==> src/hdl/cch_pkg.sv <==
// Shared constants for the character channel handshake: widths, pulse timing, link bit layout.
// Assumes a single 20 MHz clock on both ends of the link.
package cch_pkg;
	localparam int          CHAR_W        = 6;             // Character width on the data lines
	localparam int          UNIT_W        = 6;             // Unit address lines
	localparam int          CLK_NS        = 50;            // Period of REF_CLK
	localparam int          PT_DIV        = 2;             // Clocks per pulse time
	localparam int          PULSES        = 8;             // Pulse times per machine cycle
	localparam logic [2:0]  PT_ZERO       = 3'h0;          // Pulse time zero
	localparam logic [2:0]  PT_EIGHT      = 3'h4;          // Pulse time four, eight clocks into the cycle
	localparam logic [2:0]  PT_LAST       = 3'h7;          // Last pulse time of a cycle
	localparam logic [0:0]  DIV_LAST      = 1'h1;          // Last count of the pulse divider
	localparam int          MACHINE_NS    = PT_DIV * PULSES * CLK_NS; // One machine cycle
	localparam int          MARGIN_NS     = 200;           // Safety margin on each strobe phase
	localparam int          PHASE_CYC     = (MACHINE_NS + MARGIN_NS + CLK_NS - 1) / CLK_NS;
	localparam logic [4:0]  PHASE_LAST    = 5'(PHASE_CYC - 1);
	localparam int          ERR_HOLD_NS   = 1600;          // Width of the external error pulse
	localparam int          ERR_HOLD_CYC  = (ERR_HOLD_NS + CLK_NS - 1) / CLK_NS;
	localparam logic [5:0]  ERR_LAST      = 6'(ERR_HOLD_CYC - 1);
	localparam int          UNIT_OUT_BIT  = 5;             // Address bit that marks an output unit
	localparam logic [5:0]  UNIT_NONE     = 6'h00;         // Address lines when inactive
	localparam logic [5:0]  CHAR_ZERO     = 6'h00;         // Blank / leader character
	localparam int          CHN_IN_W      = CHAR_W + 5;    // Lines the channel synchronises
	localparam int          PER_IN_W      = UNIT_W + CHAR_W + 5; // Lines the peripheral synchronises

	// Odd parity bit for a character
	function automatic logic cch_odd_par(input logic [CHAR_W-1:0] c);
		return ~(^c);
	endfunction
endpackage

==> src/hdl/cch_if.sv <==
// Link between the channel and an addressed peripheral coupler.
// Assumes both ends are clocked from the same REF_CLK tree; lines are still treated as asynchronous.
`timescale 1ns/1ps
interface cch_if;
	import cch_pkg::*;
	logic [UNIT_W-1:0] unit_address_lines;   // Channel: addressed unit, zero when idle
	logic [CHAR_W-1:0] char_out_lines;       // Channel: output character
	logic              parity_out;           // Channel: odd parity of output character
	logic              precess_flag;         // Channel: precess flag
	logic              clock_detect_flag;    // Channel: clock-detect flag
	logic              channel_state_term;   // Channel: channel-state term
	logic              halt_interlock;       // Channel: halt interlock condition
	logic              strobe_n;             // Peripheral: character strobe, active low
	logic [CHAR_W-1:0] char_in_lines;        // Peripheral: input character
	logic              parity_in;            // Peripheral: odd parity of input character
	logic              parity_inhibit_n;     // Peripheral: low suppresses parity check
	logic              end_of_record_n;      // Peripheral: low requests disconnect
	logic              ext_error_n;          // Peripheral: low reports an error

	modport chan (
		output unit_address_lines, char_out_lines, parity_out, precess_flag, clock_detect_flag,
		       channel_state_term, halt_interlock,
		input  strobe_n, char_in_lines, parity_in, parity_inhibit_n, end_of_record_n, ext_error_n
	);
	modport periph (
		input  unit_address_lines, char_out_lines, parity_out, precess_flag, clock_detect_flag,
		       channel_state_term, halt_interlock,
		output strobe_n, char_in_lines, parity_in, parity_inhibit_n, end_of_record_n, ext_error_n
	);
endinterface

==> src/hdl/cch_sync.sv <==
// Two-stage synchroniser for a bundle of asynchronous lines.
// Assumes each line changes slowly compared with the clock; no bus coherence is promised.
`timescale 1ns/1ps
module cch_sync #(
	parameter int WIDTH = 1
) (
	input  wire logic             clk,       // Sampling clock
	input  wire logic             rst,       // Synchronous reset, active high
	input  wire logic [WIDTH-1:0] async_in,  // Lines from outside the domain
	input  wire logic [WIDTH-1:0] rst_val,   // Constant level held during reset
	output logic      [WIDTH-1:0] sync_out   // Lines safe to use
);
	logic [WIDTH-1:0] meta_q;
	logic [WIDTH-1:0] meta_d;
	logic [WIDTH-1:0] sync_d;

	// Next values of both stages
	always_comb begin
		meta_d = rst ? rst_val : async_in;
		sync_d = rst ? rst_val : meta_q;
	end

	// First stage feeds only the second
	always_ff @(posedge clk) begin
		meta_q   <= meta_d;
		sync_out <= sync_d;
	end
endmodule

==> src/hdl/cch_channel.sv <==
// Channel end of the character handshake: flags, single character register, errors, termination.
// Assumes the user side supplies one character at a time and drains input characters on request.
//
// What this block does
// - Acknowledge loads next character unless last
// - Last acknowledge leaves halt interlock state
// - No-leader activation sets precess until loaded
// - Leader activation clears precess, register zero
// - Strobe phases each at least one cycle
// - Peripheral may interlock strobe with flags
// - Interlocked strobe low one to seven pulses; the peripheral here holds it low at least 20 clocks
// - Strobe during pending shift sets error
// - Interlocked peripheral reports own rate errors
// - External error line sets error flag
// - Paper tape leader input disconnects channel
// - End-of-record low starts disconnect
// - Peripheral decodes address before strobing
// - Output strobe interlocked with both flags
// - Output lines start false, leader holds
// - No leader: first character loads at once
// - Odd parity generated for output characters
// - Terminate command disconnects after last acknowledge
// - Halt interlock condition exposed on link
// - Input data stable while sampled
// - Input parity checked, mismatch sets error
// - Non-parity peripheral holds inhibit low
// - Precess sets after strobe returns high
`timescale 1ns/1ps
module cch_channel
	import cch_pkg::*;
(
	input  wire logic              REF_CLK,        // 20 MHz clock
	input  wire logic              RST,            // Synchronous reset, active high
	input  wire logic              ACT,            // Activation command pulse
	input  wire logic              ACT_OUTPUT,     // Activation is for output
	input  wire logic              ACT_LEADER,     // Output starts with leader
	input  wire logic              ACT_PAPER,      // Unit is a paper tape reader
	input  wire logic [UNIT_W-1:0] ACT_UNIT,       // Unit address for the activation
	input  wire logic              STOP,           // Disconnect command pulse
	input  wire logic              TERM_OUT,       // Terminate-output command pulse
	input  wire logic              CHAR_LOAD,      // Word-load pulse for one output character
	input  wire logic [CHAR_W-1:0] CHAR_DATA,      // Output character
	input  wire logic              CHAR_LAST,      // Character is the last of the output
	input  wire logic              IN_READY,       // User can take an input character
	output logic                   CHAR_BUSY,      // Output buffer holds a character
	output logic                   IN_VALID,       // Input character pulse
	output logic      [CHAR_W-1:0] IN_DATA,        // Input character
	output logic                   ACTIVE,         // Channel connected
	output logic                   ERROR,          // Sticky error flag
	cch_if.chan                    lnk             // Link to the peripheral
);
	logic [CHN_IN_W-1:0] in_s;
	logic                strobe_low, eor_low, exterr_low, inhibit_n_s, par_in_s;
	logic [CHAR_W-1:0]   char_in_s;
	logic [0:0]          div_q, div_d;
	logic [2:0]          pt_q, pt_d;
	logic                pe, at_t0, at_t8;
	logic                active_q, active_d, outm_q, outm_d, paper_q, paper_d;
	logic [UNIT_W-1:0]   unit_q, unit_d;
	logic                w4_q, w4_d, w5_q, w5_d, w6_q, w6_d;
	logic [CHAR_W-1:0]   scr_q, scr_d, cap_q, cap_d, buf_q, buf_d, ind_q, ind_d;
	logic                par_q, par_d, last_q, last_d, bfull_q, bfull_d, blast_q, blast_d;
	logic                term_q, term_d, err_q, err_d, inv_q, inv_d;
	logic                w0_q, w0_d, halt_q, halt_d, can_shift, disc;

	cch_sync #(.WIDTH(CHN_IN_W)) u_sync (
		.clk      (REF_CLK),
		.rst      (RST),
		.async_in ({lnk.strobe_n, lnk.end_of_record_n, lnk.ext_error_n, lnk.parity_inhibit_n,
		            lnk.parity_in, lnk.char_in_lines}),
		.rst_val  ({4'hf, 1'h0, CHAR_ZERO}),
		.sync_out (in_s)
	);

	// Decoded synchronised lines
	assign strobe_low  = ~in_s[CHAR_W+4];
	assign eor_low     = ~in_s[CHAR_W+3];
	assign exterr_low  = ~in_s[CHAR_W+2];
	assign inhibit_n_s = in_s[CHAR_W+1];
	assign par_in_s    = in_s[CHAR_W];
	assign char_in_s   = in_s[CHAR_W-1:0];

	// Pulse-time divider and pulse counter
	always_comb begin
		pe    = (div_q == DIV_LAST);
		div_d = pe ? '0 : div_q + 1'h1;
		pt_d  = pe ? ((pt_q == PT_LAST) ? PT_ZERO : pt_q + 3'h1) : pt_q;
		at_t0 = pe && (pt_q == PT_ZERO);
		at_t8 = pe && (pt_q == PT_EIGHT);
	end

	always_ff @(posedge REF_CLK) begin
		if (RST) begin
			div_q <= '0;
			pt_q  <= PT_ZERO;
		end else begin
			div_q <= div_d;
			pt_q  <= pt_d;
		end
	end

	// Handshake flags, character register and termination
	always_comb begin
		active_d = active_q;
		outm_d   = outm_q;
		paper_d  = paper_q;
		unit_d   = unit_q;
		w4_d     = w4_q;
		w5_d     = w5_q;
		w6_d     = w6_q;
		scr_d    = scr_q;
		cap_d    = cap_q;
		buf_d    = buf_q;
		ind_d    = ind_q;
		par_d    = par_q;
		last_d   = last_q;
		bfull_d  = bfull_q;
		blast_d  = blast_q;
		term_d   = term_q;
		err_d    = err_q;
		inv_d    = 1'b0;
		disc     = 1'b0;
		can_shift = outm_q ? (bfull_q && !last_q) : IN_READY;
		if (ACT) begin
			active_d = 1'b1;
			outm_d   = ACT_OUTPUT;
			paper_d  = ACT_PAPER;
			unit_d   = ACT_UNIT;
			w4_d     = 1'b0;
			w6_d     = 1'b0;
			w5_d     = ACT_OUTPUT && !ACT_LEADER;
			scr_d    = CHAR_ZERO;
			par_d    = 1'b0;
			last_d   = 1'b0;
			bfull_d  = 1'b0;
			term_d   = 1'b0;
			// Clear on activation, but an external error in the same cycle wins if the channel was already active
			err_d    = active_q && exterr_low;
		end else if (active_q) begin
			// Strobe low phase sets clock detect
			if (at_t8 && !w5_q && strobe_low) begin
				w6_d = 1'b1;
			end
			if (!outm_q && w6_q && !w5_q) begin
				cap_d = char_in_s;
			end
			if (at_t0 && !w5_q && w6_q && !strobe_low) begin
				w5_d = 1'b1;
				if (!outm_q && inhibit_n_s && (cch_odd_par(cap_q) != par_in_s)) begin
					err_d = 1'b1;
				end
				if (!outm_q && paper_q && (cap_q == CHAR_ZERO)) begin
					disc = 1'b1;
				end
			end
			if (at_t8 && w5_q && !w4_q && can_shift) begin
				w4_d = 1'b1;
			end
			if (at_t0 && w4_q) begin
				w4_d = 1'b0;
				w5_d = 1'b0;
				if (outm_q) begin
					scr_d   = buf_q;
					par_d   = cch_odd_par(buf_q);
					last_d  = blast_q;
					bfull_d = 1'b0;
				end else begin
					ind_d = cap_q;
					inv_d = 1'b1;
					cap_d = CHAR_ZERO;
				end
			end
			if (at_t0 && w5_q) begin
				w6_d = 1'b0;
			end
			if (at_t8 && w5_q && !w6_q && strobe_low) begin
				err_d = 1'b1;
			end
			if (exterr_low) begin
				err_d = 1'b1;
			end
			if (TERM_OUT) begin
				term_d = 1'b1;
			end
			// end of record, terminate after last acknowledge
			if (eor_low || STOP || (halt_q && term_q && at_t8)) begin
				disc = 1'b1;
			end
		end
		// Character load only while the registered buffer is empty, so a load in the emptying cycle is dropped
		if (CHAR_LOAD && !bfull_q) begin
			buf_d   = CHAR_DATA;
			blast_d = CHAR_LAST;
			bfull_d = 1'b1;
		end
		if (disc) begin
			active_d = 1'b0;
			unit_d   = UNIT_NONE;
			w4_d     = 1'b0;
			w5_d     = 1'b0;
			w6_d     = 1'b0;
			scr_d    = CHAR_ZERO;
			par_d    = 1'b0;
			bfull_d  = 1'b0;
		end
		w0_d   = active_d && !(outm_d && last_d);
		halt_d = w5_d && !w6_d && !w0_d;
	end

	always_ff @(posedge REF_CLK) begin
		if (RST) begin
			active_q <= 1'b0;
			outm_q   <= 1'b0;
			paper_q  <= 1'b0;
			unit_q   <= UNIT_NONE;
			w4_q     <= 1'b0;
			w5_q     <= 1'b0;
			w6_q     <= 1'b0;
			scr_q    <= CHAR_ZERO;
			cap_q    <= CHAR_ZERO;
			buf_q    <= CHAR_ZERO;
			ind_q    <= CHAR_ZERO;
			par_q    <= 1'b0;
			last_q   <= 1'b0;
			bfull_q  <= 1'b0;
			blast_q  <= 1'b0;
			term_q   <= 1'b0;
			err_q    <= 1'b0;
			inv_q    <= 1'b0;
			w0_q     <= 1'b0;
			halt_q   <= 1'b0;
		end else begin
			active_q <= active_d;
			outm_q   <= outm_d;
			paper_q  <= paper_d;
			unit_q   <= unit_d;
			w4_q     <= w4_d;
			w5_q     <= w5_d;
			w6_q     <= w6_d;
			scr_q    <= scr_d;
			cap_q    <= cap_d;
			buf_q    <= buf_d;
			ind_q    <= ind_d;
			par_q    <= par_d;
			last_q   <= last_d;
			bfull_q  <= bfull_d;
			blast_q  <= blast_d;
			term_q   <= term_d;
			err_q    <= err_d;
			inv_q    <= inv_d;
			w0_q     <= w0_d;
			halt_q   <= halt_d;
		end
	end

	// Link and user outputs straight from flops
	assign lnk.unit_address_lines = unit_q;
	assign lnk.char_out_lines     = scr_q;
	assign lnk.parity_out         = par_q;
	assign lnk.precess_flag       = w5_q;
	assign lnk.clock_detect_flag  = w6_q;
	assign lnk.channel_state_term = w0_q;
	assign lnk.halt_interlock     = halt_q;
	assign CHAR_BUSY              = bfull_q;
	assign IN_VALID               = inv_q;
	assign IN_DATA                = ind_q;
	assign ACTIVE                 = active_q;
	assign ERROR                  = err_q;
endmodule

==> src/flat_wrapper.sv <==
// flat-port wrapper written by rule: the top's interface ports become plain ports
module cch_channel_flat import cch_pkg::*;
  (REF_CLK, RST, ACT, ACT_OUTPUT, ACT_LEADER, ACT_PAPER, ACT_UNIT, STOP, TERM_OUT, CHAR_LOAD, CHAR_DATA, CHAR_LAST, IN_READY, CHAR_BUSY, IN_VALID, IN_DATA, ACTIVE, ERROR, lnk_unit_address_lines, lnk_char_out_lines, lnk_parity_out, lnk_precess_flag, lnk_clock_detect_flag, lnk_channel_state_term, lnk_halt_interlock, lnk_strobe_n, lnk_char_in_lines, lnk_parity_in, lnk_parity_inhibit_n, lnk_end_of_record_n, lnk_ext_error_n);
  cch_if lnk_i ();
  input  wire logic REF_CLK;
  input  wire logic RST;
  input  wire logic ACT;
  input  wire logic ACT_OUTPUT;
  input  wire logic ACT_LEADER;
  input  wire logic ACT_PAPER;
  input  wire logic [UNIT_W-1:0] ACT_UNIT;
  input  wire logic STOP;
  input  wire logic TERM_OUT;
  input  wire logic CHAR_LOAD;
  input  wire logic [CHAR_W-1:0] CHAR_DATA;
  input  wire logic CHAR_LAST;
  input  wire logic IN_READY;
  output logic CHAR_BUSY;
  output logic IN_VALID;
  output logic      [CHAR_W-1:0] IN_DATA;
  output logic ACTIVE;
  output logic ERROR;
  output wire logic [$bits(lnk_i.unit_address_lines)-1:0] lnk_unit_address_lines;
  output wire logic [$bits(lnk_i.char_out_lines)-1:0] lnk_char_out_lines;
  output wire logic [$bits(lnk_i.parity_out)-1:0] lnk_parity_out;
  output wire logic [$bits(lnk_i.precess_flag)-1:0] lnk_precess_flag;
  output wire logic [$bits(lnk_i.clock_detect_flag)-1:0] lnk_clock_detect_flag;
  output wire logic [$bits(lnk_i.channel_state_term)-1:0] lnk_channel_state_term;
  output wire logic [$bits(lnk_i.halt_interlock)-1:0] lnk_halt_interlock;
  input wire logic [$bits(lnk_i.strobe_n)-1:0] lnk_strobe_n;
  input wire logic [$bits(lnk_i.char_in_lines)-1:0] lnk_char_in_lines;
  input wire logic [$bits(lnk_i.parity_in)-1:0] lnk_parity_in;
  input wire logic [$bits(lnk_i.parity_inhibit_n)-1:0] lnk_parity_inhibit_n;
  input wire logic [$bits(lnk_i.end_of_record_n)-1:0] lnk_end_of_record_n;
  input wire logic [$bits(lnk_i.ext_error_n)-1:0] lnk_ext_error_n;
  assign lnk_unit_address_lines = lnk_i.unit_address_lines;
  assign lnk_char_out_lines = lnk_i.char_out_lines;
  assign lnk_parity_out = lnk_i.parity_out;
  assign lnk_precess_flag = lnk_i.precess_flag;
  assign lnk_clock_detect_flag = lnk_i.clock_detect_flag;
  assign lnk_channel_state_term = lnk_i.channel_state_term;
  assign lnk_halt_interlock = lnk_i.halt_interlock;
  assign lnk_i.strobe_n = lnk_strobe_n;
  assign lnk_i.char_in_lines = lnk_char_in_lines;
  assign lnk_i.parity_in = lnk_parity_in;
  assign lnk_i.parity_inhibit_n = lnk_parity_inhibit_n;
  assign lnk_i.end_of_record_n = lnk_end_of_record_n;
  assign lnk_i.ext_error_n = lnk_ext_error_n;
  cch_channel u_core (.REF_CLK(REF_CLK), .RST(RST), .ACT(ACT), .ACT_OUTPUT(ACT_OUTPUT), .ACT_LEADER(ACT_LEADER), .ACT_PAPER(ACT_PAPER), .ACT_UNIT(ACT_UNIT), .STOP(STOP), .TERM_OUT(TERM_OUT), .CHAR_LOAD(CHAR_LOAD), .CHAR_DATA(CHAR_DATA), .CHAR_LAST(CHAR_LAST), .IN_READY(IN_READY), .CHAR_BUSY(CHAR_BUSY), .IN_VALID(IN_VALID), .IN_DATA(IN_DATA), .ACTIVE(ACTIVE), .ERROR(ERROR), .lnk(lnk_i));
endmodule
==> config.mk <==
export PLATFORM = sky130hd
export DESIGN_NAME = cch_channel_flat
export DESIGN_NICKNAME = d
export VERILOG_FILES = /design/src/hdl/cch_pkg.sv /design/src/hdl/cch_if.sv /design/src/hdl/cch_sync.sv /design/src/hdl/cch_channel.sv /design/src/flat_wrapper.sv
export SDC_FILE = /design/constraint.sdc
export NUM_CORES = 1
export LEC_CHECK = 0
export ABC_AREA = 1
export BUFFER_PORTS_ARGS = -buffer_cell sky130_fd_sc_hd__buf_4
export CAP_MARGIN = 20
export CORE_ASPECT_RATIO = 0.6
export CORE_UTILIZATION = 53
export DETAILED_ROUTE_END_ITERATION = 6
export MAX_ROUTING_LAYER = met4
export PLACE_DENSITY = 0.83
export SYNTH_ARGS = -nofsm -noshare
export SYNTH_HDL_FRONTEND = slang
export SYNTH_SLANG_ARGS = --single-unit
==> constraint.sdc <==
create_clock -name REF_CLK -period 1.75 [get_ports REF_CLK]
set_input_delay 0.2625 -clock REF_CLK [delete_from_list [all_inputs] [get_ports REF_CLK]]
set_output_delay 0.2625 -clock REF_CLK [all_outputs]
set_load 0.01 [all_outputs]
# --- Yosys cells after proc, flatten, opt, wreduce, memory -nomap -nowiden ---
# Index checks and enable logic that the tools add are counted.
classes:
  bitwise_logic: 9
  eq_ne: 5
  n_mux: 41
  n_addsub: 2
  n_reduce_logical: 63
ops:
  columns: ["cell", "n"]
  rows:
  - ["two-way mux 1 bit", 37]
  - ["logical AND 1 bit", 30]
  - ["two-way mux 6 bit", 3]
  - ["parity 6 bit", 2]
  - ["zero test 1 bit", 10]
  - ["inverter 1 bit", 9]
  - ["AND reduction 3 bit", 3]
  - ["nonzero test 3 bit", 3]
  - ["!= test 4 x 2 -> 1 bit, second input constant", 2]
  - ["== test 3 bit, second input constant", 2]
  - ["zero test 6 bit", 1]
  - ["AND reduction 2 bit", 3]
  - ["OR reduction 2 bit", 3]
  - ["AND reduction 4 bit", 1]
  - ["nonzero test 2 bit", 2]
  - ["OR reduction 4 bit", 1]
  - ["adder 3 x 1 -> 3 bit, second input constant", 1]
  - ["zero test 3 bit", 1]
  - ["two-way mux 3 bit", 1]
  - ["OR reduction 3 bit", 1]
  - ["logical OR 1 bit", 2]
  - ["adder 1 bit, second input constant", 1]
  - ["!= test 1 bit", 1]
word_totals:
  elab_cells: 144
  ff_bits: 71
  out_inout_bits: 27
  inputBits: 34

# --- Logic depth before layout (Yosys ltp) ---
# Gate-level depths: netlist (run 1).
logic_depth:
  word_depth: 13
  mapped_depth: 12
  ltp_nobuf: 12

# --- Modules after synthesis ---
# From an unflattened synthesis (run 1), not the netlist that was laid out.
hier_totals:
  cells_unflattened: 382
  hier_area_um2: 2871.5
modules_own_cells:
  columns: ["mod", "cells_each", "seq_area_each_um2", "area_per_inst_um2", "instances"]
  rows:
  - ["cch_channel", 301, 980.9, 2190.9, 1]
  - ["cch_sync", 81, 440.4, 680.7, 1]

# --- Worst setup path before layout (run 1) ---
# OpenSTA, ideal clock, no wires.
synth_path:
  kind: "reg2reg"
  start: "reg u_core.pt_q[0]"
  end: "reg with a tool-made name"
  n_path_buf: 1
  t_required_ps: 1618
  setup_ps: 132
  stages_incl_launch_ff: 10
  arrival_ps: 1298
  period_less_slack_ps: 1431
  slack_ps: 319
  cell_sequence: "dfxtp_1 inv_1 ha_1 nand4_2 inv_2 o21ai_2 or2_1 buf_2 nand2_1 a21oi_1"
synth_rtl:
  columns: ["item", "line_no", "text"]
  rows:
  - ["start, declared", "cch_channel.sv:56", "logic [2:0] pt_q, pt_d;"]
  - ["start signal, assigned", "cch_channel.sv:98", "pt_q <= pt_d;"]

# --- Worst setup path in the final report (run 1) ---
layout_path:
  start: "reg u_core.pt_q[0]"
  end: "reg u_core.halt_q, in the netlist u_core.lnk.halt_interlock"
layout_between:
  elab_chain_len: 13
  word_cells_on_any_way: 38
  cone_classes: "eq/ne (1); mux (18); reduce/logical (19)"
layout_rtl:
  columns: ["item", "line_no", "text"]
  rows:
  - ["zero test 3 bit", "cch_channel.sv:88", "at_t0 = pe && (pt_q == PT_ZERO);"]
  - ["logical AND 1 bit", "cch_channel.sv:88", null]
  - ["logical AND 1 bit (3 in a row)", "cch_channel.sv:147", "if (at_t0 && !w5_q && w6_q && !strobe_low) begin"]
  - ["two-way mux 1 bit", "cch_channel.sv:147", null]
  - ["two-way mux 1 bit", "cch_channel.sv:186", "if (eor_low || STOP || (halt_q && term_q && at_t8)) begin"]
  - ["two-way mux 1 bit", "cch_channel.sv:139", "end else if (active_q) begin"]
  - ["two-way mux 1 bit", "cch_channel.sv:124", "if (ACT) begin"]
  - ["two-way mux 1 bit", "cch_channel.sv:196", "if (disc) begin"]
  - ["zero test 1 bit or logical AND 1 bit (tied branches)", "cch_channel.sv:207, cch_channel.sv:206", null]
  - ["logical AND 1 bit or zero test 1 bit (tied branches)", "cch_channel.sv:207", "halt_d = w5_d && !w6_d && !w0_d;"]
  - ["logical AND 1 bit (*)", "cch_channel.sv:207", null]
  - ["end signal, assigned", "cch_channel.sv:252", "halt_q <= halt_d;"]
  - ["end, declared", "cch_channel.sv:64", "logic w0_q, w0_d, halt_q, halt_d, can_shift, disc;"]
# Every way passes the cells marked *; elsewhere a longest branch is shown, timed or not.
# A chain may end at the register's enable or synchronous reset.

==> impl_results.md, run 1 <==
* Startpoint type of the worst setup path: flip-flop
* Detailed placer's ending HPWL at 4430 um
* Metal3 WL at 546 um
* Boundary Pins at 61
* Tightest Hold Check Type: input port to flip-flop
* # rows at 19
* First-pass GRT wire length at 9900 um
* Worst EP arrival at 1830 ps
* Final worst path period need at 1590 ps
* Die width at 95.3 um
* Worst-path cell with the longest stage delay: dfxtp_1
* Die Ht at 58.0 um
* Number of endpoints failing setup at the final stage at 0
* Dominant combinational cell family by area after synthesis: simple AND/OR/NAND/NOR gates
* Number of antenna violations at the first check in global routing at 0
* Clk buf depth at 2
* Critical R2R Launch: u_core.pt_q[0]
* Max capacitance violation total at 0
* Number of fillers in the final layout at 361
* Mux share of post-synthesis cell area at 0
* Clock power frac at 0.391
* Via count of the first global-routing pass at 2083
* # H-tree levels at 3
* Reg-to-Reg End: u_core.lnk.halt_interlock
* Number of cells on the worst reg-to-reg path at 9
* Cell type with the highest occurrence count on the critical path: nand2_1
* Number of placed instances, taps included at 463
* Capture endpoint of the worst hold path: u_core.u_sync.meta_q[8]
* Via-per-instance ratio at 4.92
* Simple logic cell fraction of the synthesized area at 0.244
* Highest routed metal layer: met4
* Total routed wire length on the met1 layer at 2880 um
* Yosys warnings at 0
* Number of instances in the synthesized netlist at 347
* Net count after synthesis at 387
* Total power divided by cell area at 950 nW/um^2
* Number of design-rule violations left by the first detailed-router iteration at 140
* Number of diodes at 0
* Net Sw Frac at 0.252
* Total clock sinks at 71
* Crit-path cells: inv_1, ha_2, nand4_2, nor2_4, nand3b_1, nand4_1, nand2_1, nand2_1, nor2_1
* Adder and majority cell fraction of the synthesized area at 0.0271
* Peak clock frequency supported by timing at 630 MHz
* Core Region at 4800 um^2
* Distinct cell type count of the synthesized netlist at 33
* Share of the clock period used by the worst path after layout at 0.907
* Synthesis-to-finish area growth at 26.4%
* Clock transition at the registers of the reported paths at 80 ps
* Relative contribution of combinational cells to total power at 0.091
* Worst clock skew on the final layout at 8.47 ps
* Pin count of the biggest net entering global routing at 24
* Insertion delay of the later-clocked pin in the worst-skew pair at 350 ps
* Worst max-slew margin expressed relative to the limit at 0.694
* Synthesized area per cell at 7.98 um^2
* I/O Buffers at 60
* Most common library cell in the layout ignoring fill and taps: dfxtp_1
* Final weighted congestion in routability-driven placement at 0.930
* Total design power at 0.00332 W
* Worst reg-to-reg setup slack at 160 ps
* Fraction of final layout cells with drive strength greater than 1 at 0.260
* Post-route setup TNS at 0 ps
* Start point of the worst min-delay path: lnk_ext_error_n
* Internal power at 0.00248 W
* Count of final max-slew check failures at 0
* # DRC at 0
* LEAKAGE at 1.55 nW
* Root buffer cell: clkbuf_8
* Post-route worst hold slack at 89.6 ps
* Worst Setup End Kind: flip-flop
* Pre-antenna DRT Iters at 4
* Number of CTS-inserted buffers at 9
* Kind of critical path: flip-flop to flip-flop
* Crit Path Max Fanout at 4
* Initial core utilization at 0.577
* Overflow after GRT at 0
* Met2 wirelength from detailed routing at 2520 um
* Fraction of the core area covered by cells at the end of the flow at 0.729
* Portion of synthesized cell area occupied by the leading cell type at 0.513
* Final #Nets at 451
* Maximum single-stage delay on the critical path at 320 ps
* Complex-gate fraction of the synthesized area at 0.105
* Setup repair after global routing missed its margin: false
* Die area at 5530 um^2
* Worst IR drop on VDD at 557 uV
* Non-filler cells, final at 479
* Drt wl/cell at 12.6 um
* Most frequent cells in the layout: 71 x dfxtp_1, 63 x buf_4, 58 x nand2_1
* Required time reported for the critical path endpoint at 1990 ps
* Register share of total power at 0.518
* Buffers and inverters on the worst path at 1
* Total detailed-routing wirelength at 6030 um
* Crit path max-delay family: simple AND/OR/NAND/NOR gates
* TritonCTS clock tree: built
* GRT Overall Usage at 0.252
* Count of endpoints failing hold in the final timing report at 0
* Area leader, netlist: dfxtp_1
* Synth area leaders: dfxtp_1 51%, nand2_1 8.0%, nor2_1 6.6%, inv_1 6.2%, a21oi_1 5.2%
* Number of synthesized register bits at 71
* Status: finished clean
* Number of routed nets with antenna violations at 0
* Fraction of the yosys area taken by sequential cells at 0.513
* Sw power at 0.000839 W
* Transition time of the tightest slew-check pin at 456 ps
* Count of cells along the worst hold path at 2
* Overall via count from detail_route at 2358
* Post-synthesis share of cell area spent on xor and xnor gates at 0.0253
* Post-synthesis instance area at 2770 um^2
==> per-stage QoR <==
step | area, um^2 | setup slack (ps)
detailed placement | 3280 | 98.1
global placement | 3280 | 199
global route | 3500 | 20.1
CTS | 3470 | 67.3
finish | 3500 | 163
floorplan | 2770 | 319
==> cell usage after synthesis <==
cell type	number
nand3b_1	2
o2111ai_1	1
or2_2	9
nand4_2	1
nand2_2	4
o21ai_0	17
nor2_4	2
o31ai_1	2
xor2_1	2
nor2_1	49
inv_2	4
nand4_4	1
o22ai_1	1
o21ai_1	3
nor3_2	1
clkinv_1	1
a211oi_1	1
or2_1	2
o21ai_2	1
nand2_1	59
buf_1	1
a21oi_1	29
nand4_1	1
nor2_2	2
clkbuf_1	3
buf_2	6
dfxtp_1	71
xnor2_1	6
nand3_2	1
nor3b_1	2
nand3_1	10
inv_1	46
ha_1	6
==> logic make-up (layout without fill, tap and decap cells) <==
group | after synthesis | in the layout
and+or+nand+nor | 146 | 146
buffers and inverters | 61 | 130
DFF | 71 | 71
AOI/OAI and AO/OA | 55 | 55
adders and majority gates | 6 | 6
xor gates and xnor gates | 8 | 8
==> worst register-to-register path, cell delays in order (launching register included) <==
cell and delay, ps:
dfxtp_1 320, inv_1 80, ha_2 240, nand4_2 170
nor2_4 190, nand3b_1 160, nand4_1 120, nand2_1 80
nand2_1 80, nor2_1 40
==> final cells by class <==
| type | instances | area, um^2 | area share |
|---|---|---|---|
| Tap cell | 63 | 78.8 | 0.0225 |
| Timing Repair Buffer | 63 | 473 | 0.135 |
| Sequential cell | 71 | 1420 | 0.406 |
| Clock buffer | 10 | 128 | 0.0365 |
| Multi-Input combinational cell | 215 | 1140 | 0.325 |
| Clock inverter | 6 | 68.8 | 0.0197 |
| Inverter | 51 | 191 | 0.0547 |
==> power groups by stage <==
| stage | clock [W] | sequential, W | combinational [W] |
|---|---|---|---|
| after floorplan | 0 | 0.00175 | 0.000171 |
| after global placement | 0 | 0.00176 | 0.000287 |
| after detailed placement | 0 | 0.00176 | 0.000296 |
| after CTS | 0.00132 | 0.00172 | 0.000297 |
| after global routing | 0.00141 | 0.00173 | 0.000337 |
| final | 0.00130 | 0.00172 | 0.000301 |
==> flip-flops by register name (all words and copies together) (netlist names), 3 cells and up, named ones only <==
signal	count
u_core.lnk.unit_address_lines	6
u_core.IN_DATA	6
u_core.buf_q	6
u_core.lnk.char_out_lines	6
u_core.u_sync.sync_out	11
u_core.pt_q	3
u_core.u_sync.meta_q	11
==> how the worst max path moves through the flow <==
stage	endpoint	slack [ps]	cells after the start	start
after floorplan	flip-flop	320	9	u_core.pt_q[0]
after global placement	u_core.IN_DATA[1]	200	7	u_core.pt_q[0]
after detailed placement	u_core.IN_DATA[0]	100	7	u_core.pt_q[0]
after CTS	u_core.IN_DATA[0]	70	7	u_core.pt_q[0]
after global routing	u_core.lnk.halt_interlock	20	10	u_core.pt_q[0]
final	u_core.lnk.halt_interlock	160	9	u_core.pt_q[0]
==> metal layers <==
metal | GRT usage | vias up
li1 | - | 1211
met1 | 0.350 | 1059
met2 | 0.332 | 78
met3 | 0.0892 | 10
met4 | 0.0974 | 0
met5 | - | -
==> repair_timing <==
item,in CTS,in global routing
setup endpoints to repair,0,11
setup buffers,0,0
hold buffers,0,0
gates resized for setup,0,6
(Power assumes the default switching activity.)
==> inputs of run 2 (changes only) <==
--- a/config.mk
+++ b/config.mk
@@ -10,6 +10,7 @@
 export CAP_MARGIN = 20
 export CORE_ASPECT_RATIO = 0.6
 export CORE_UTILIZATION = 53
+export CTS_BUF_LIST = sky130_fd_sc_hd__clkbuf_16
 export DETAILED_ROUTE_END_ITERATION = 6
 export MAX_ROUTING_LAYER = met4
 export PLACE_DENSITY = 0.83
==> impl_results.md, run 2 (synthesized netlist as in run 1, its figures left out) <==
* # DRC at 0
* Total clock sinks at 71
* Count of buffers added by post-CTS timing repair for setup at 0
* Share of the clock period used by the worst path after layout at 0.918
* Count of final max-slew check failures at 0
* Kind of critical path: flip-flop to flip-flop
* Metal3 WL at 536 um
* Total routed wire length on the met1 layer at 2910 um
* Peak clock frequency supported by timing at 622 MHz
* Final worst path period need at 1610 ps
* Detailed placer's ending HPWL at 4430 um
* Die Ht at 58.0 um
* Number of endpoints failing setup at the final stage at 0
* Start point of the worst min-delay path: lnk_ext_error_n
* First-pass GRT wire length at 10300 um
* Highest routed metal layer: met4
* Status: finished clean
* Number of routed nets with antenna violations at 0
* # rows at 19
* Boundary Pins at 61
* Die area at 5530 um^2
* Total detailed-routing wirelength at 6170 um
* Number of CTS-inserted buffers at 9
* Via count of the first global-routing pass at 2155
* Pin count of the biggest net entering global routing at 24
* Most common library cell in the layout ignoring fill and taps: dfxtp_1
* Number of antenna violations at the first check in global routing at 0
* Count of endpoints failing hold in the final timing report at 0
* Total power divided by cell area at 1060 nW/um^2
* # H-tree levels at 3
* Tightest Hold Check Type: input port to flip-flop
* Post-route cell area at 3600 um^2
* Reg-to-Reg End: u_core.lnk.halt_interlock
* Post-route setup TNS at 0 ps
* Synthesis-to-finish area growth at 29.9%
* Worst clock skew on the final layout at 3.98 ps
* Worst max-slew margin expressed relative to the limit at 0.732
* Required time reported for the critical path endpoint at 1960 ps
* Count of cells along the worst hold path at 2
* Capture endpoint of the worst hold path: u_core.u_sync.meta_q[8]
* Die width at 95.3 um
* Overflow after GRT at 0
* GRT Overall Usage at 0.259
* Root buffer cell: clkbuf_16
* Worst reg-to-reg setup slack at 140 ps
* Via-per-instance ratio at 4.95
* Transition time of the tightest slew-check pin at 402 ps
* Max capacitance violation total at 0
* Insertion delay of the later-clocked pin in the worst-skew pair at 330 ps
* Fraction of final layout cells with drive strength greater than 1 at 0.257
* Setup repair after global routing missed its margin: false
* Number of diodes at 0
* LEAKAGE at 1.59 nW
* Drt wl/cell at 12.9 um
* Worst EP arrival at 1820 ps
* Number of cells on the worst reg-to-reg path at 9
* Core Region at 4800 um^2
* TritonCTS clock tree: built
* Initial core utilization at 0.577
* Post-detailed-placement cell area at 3280 um^2
* Met2 wirelength from detailed routing at 2620 um
* I/O Buffers at 60
* Biggest registers after layout: u_core.u_sync.meta_q x11, u_core.u_sync.sync_out x11
* Crit Path Max Fanout at 4
* Final #Nets at 451
* Worst IR drop on VDD at 654 uV
* Final weighted congestion in routability-driven placement at 0.930
* Most frequent cells in the layout: 71 x dfxtp_1, 63 x buf_4, 58 x nand2_1
* Overall via count from detail_route at 2373
* Worst Setup End Kind: flip-flop
* Startpoint type of the worst setup path: flip-flop
* Clk buf depth at 2
* Pre-antenna DRT Iters at 4
* Post-route worst hold slack at 115 ps
* Clock transition at the registers of the reported paths at 60 ps
* Critical R2R Launch: u_core.pt_q[0]
* Number of design-rule violations left by the first detailed-router iteration at 159
## run 2: changes by cell type in the layout (fill, tap and decap cells not counted), sizes merged
cell    before  now
clkbuf      10    9
inv         52   53
## run 2: cell type report
cell class,instances,area [um^2]
inverter,51,191
tap,63,78.8
sequential,71,1420
fill,344,1210
timing repair buffer,63,473
clock buffer,9,225
multi-input combinational,215,1130
clock inverter,7,72.6
## run 2: per-stage QoR
| stage | worst slack, ps | total power (W) | std cells | util |
|---|---|---|---|---|
| after global routing | 14.3 | 0.00397 | 479 | 0.749 |
| final | 143 | 0.00382 | 479 | 0.749 |
| after detailed placement | 98.1 | 0.00205 | 463 | 0.682 |
| after global placement | 199 | 0.00204 | 463 | 0.682 |
| after floorplan | 319 | 0.00192 | 347 | - |
| after CTS | 55.0 | 0.00384 | 479 | 0.744 |
## run 2: how the worst max path moves through the flow
stage	startpoint	to	slack [ps]	cells past startpoint
global route	u_core.pt_q[0]	u_core.lnk.halt_interlock	10	10
global placement	u_core.pt_q[0]	u_core.IN_DATA[1]	200	7
finish	u_core.pt_q[0]	u_core.lnk.halt_interlock	140	9
floorplan	u_core.pt_q[0]	flip-flop	320	9
CTS	u_core.pt_q[0]	u_core.IN_DATA[0]	50	7
detailed placement	u_core.pt_q[0]	u_core.IN_DATA[0]	100	7
## run 2: timing repair
| action | 4_1_cts | 5_1_grt |
|---|---|---|
| hold buffers | 0 | 0 |
| setup endpoints to repair | 0 | 10 |
| gates resized for setup | 0 | 5 |
## run 2: power by group
part           switching (W)  internal [W]
Clock               0.000682       0.00111
Sequential         0.0000468       0.00168
Combinational       0.000162      0.000140
## run 2: metal layers
layer,up-vias,global-route usage
met5,-,-
met4,0,0.0974
met3,15,0.102
met2,80,0.351
met1,1073,0.346
li1,1205,-
## run 2: worst max-delay path, cell delays in order (launching register included)
cell	delay (ps)
dfxtp_1	310
inv_1	90
ha_2	240
nand4_2	170
nor2_4	200
nand3b_1	150
nand4_1	120
nand2_1	80
nand2_1	70
nor2_1	40
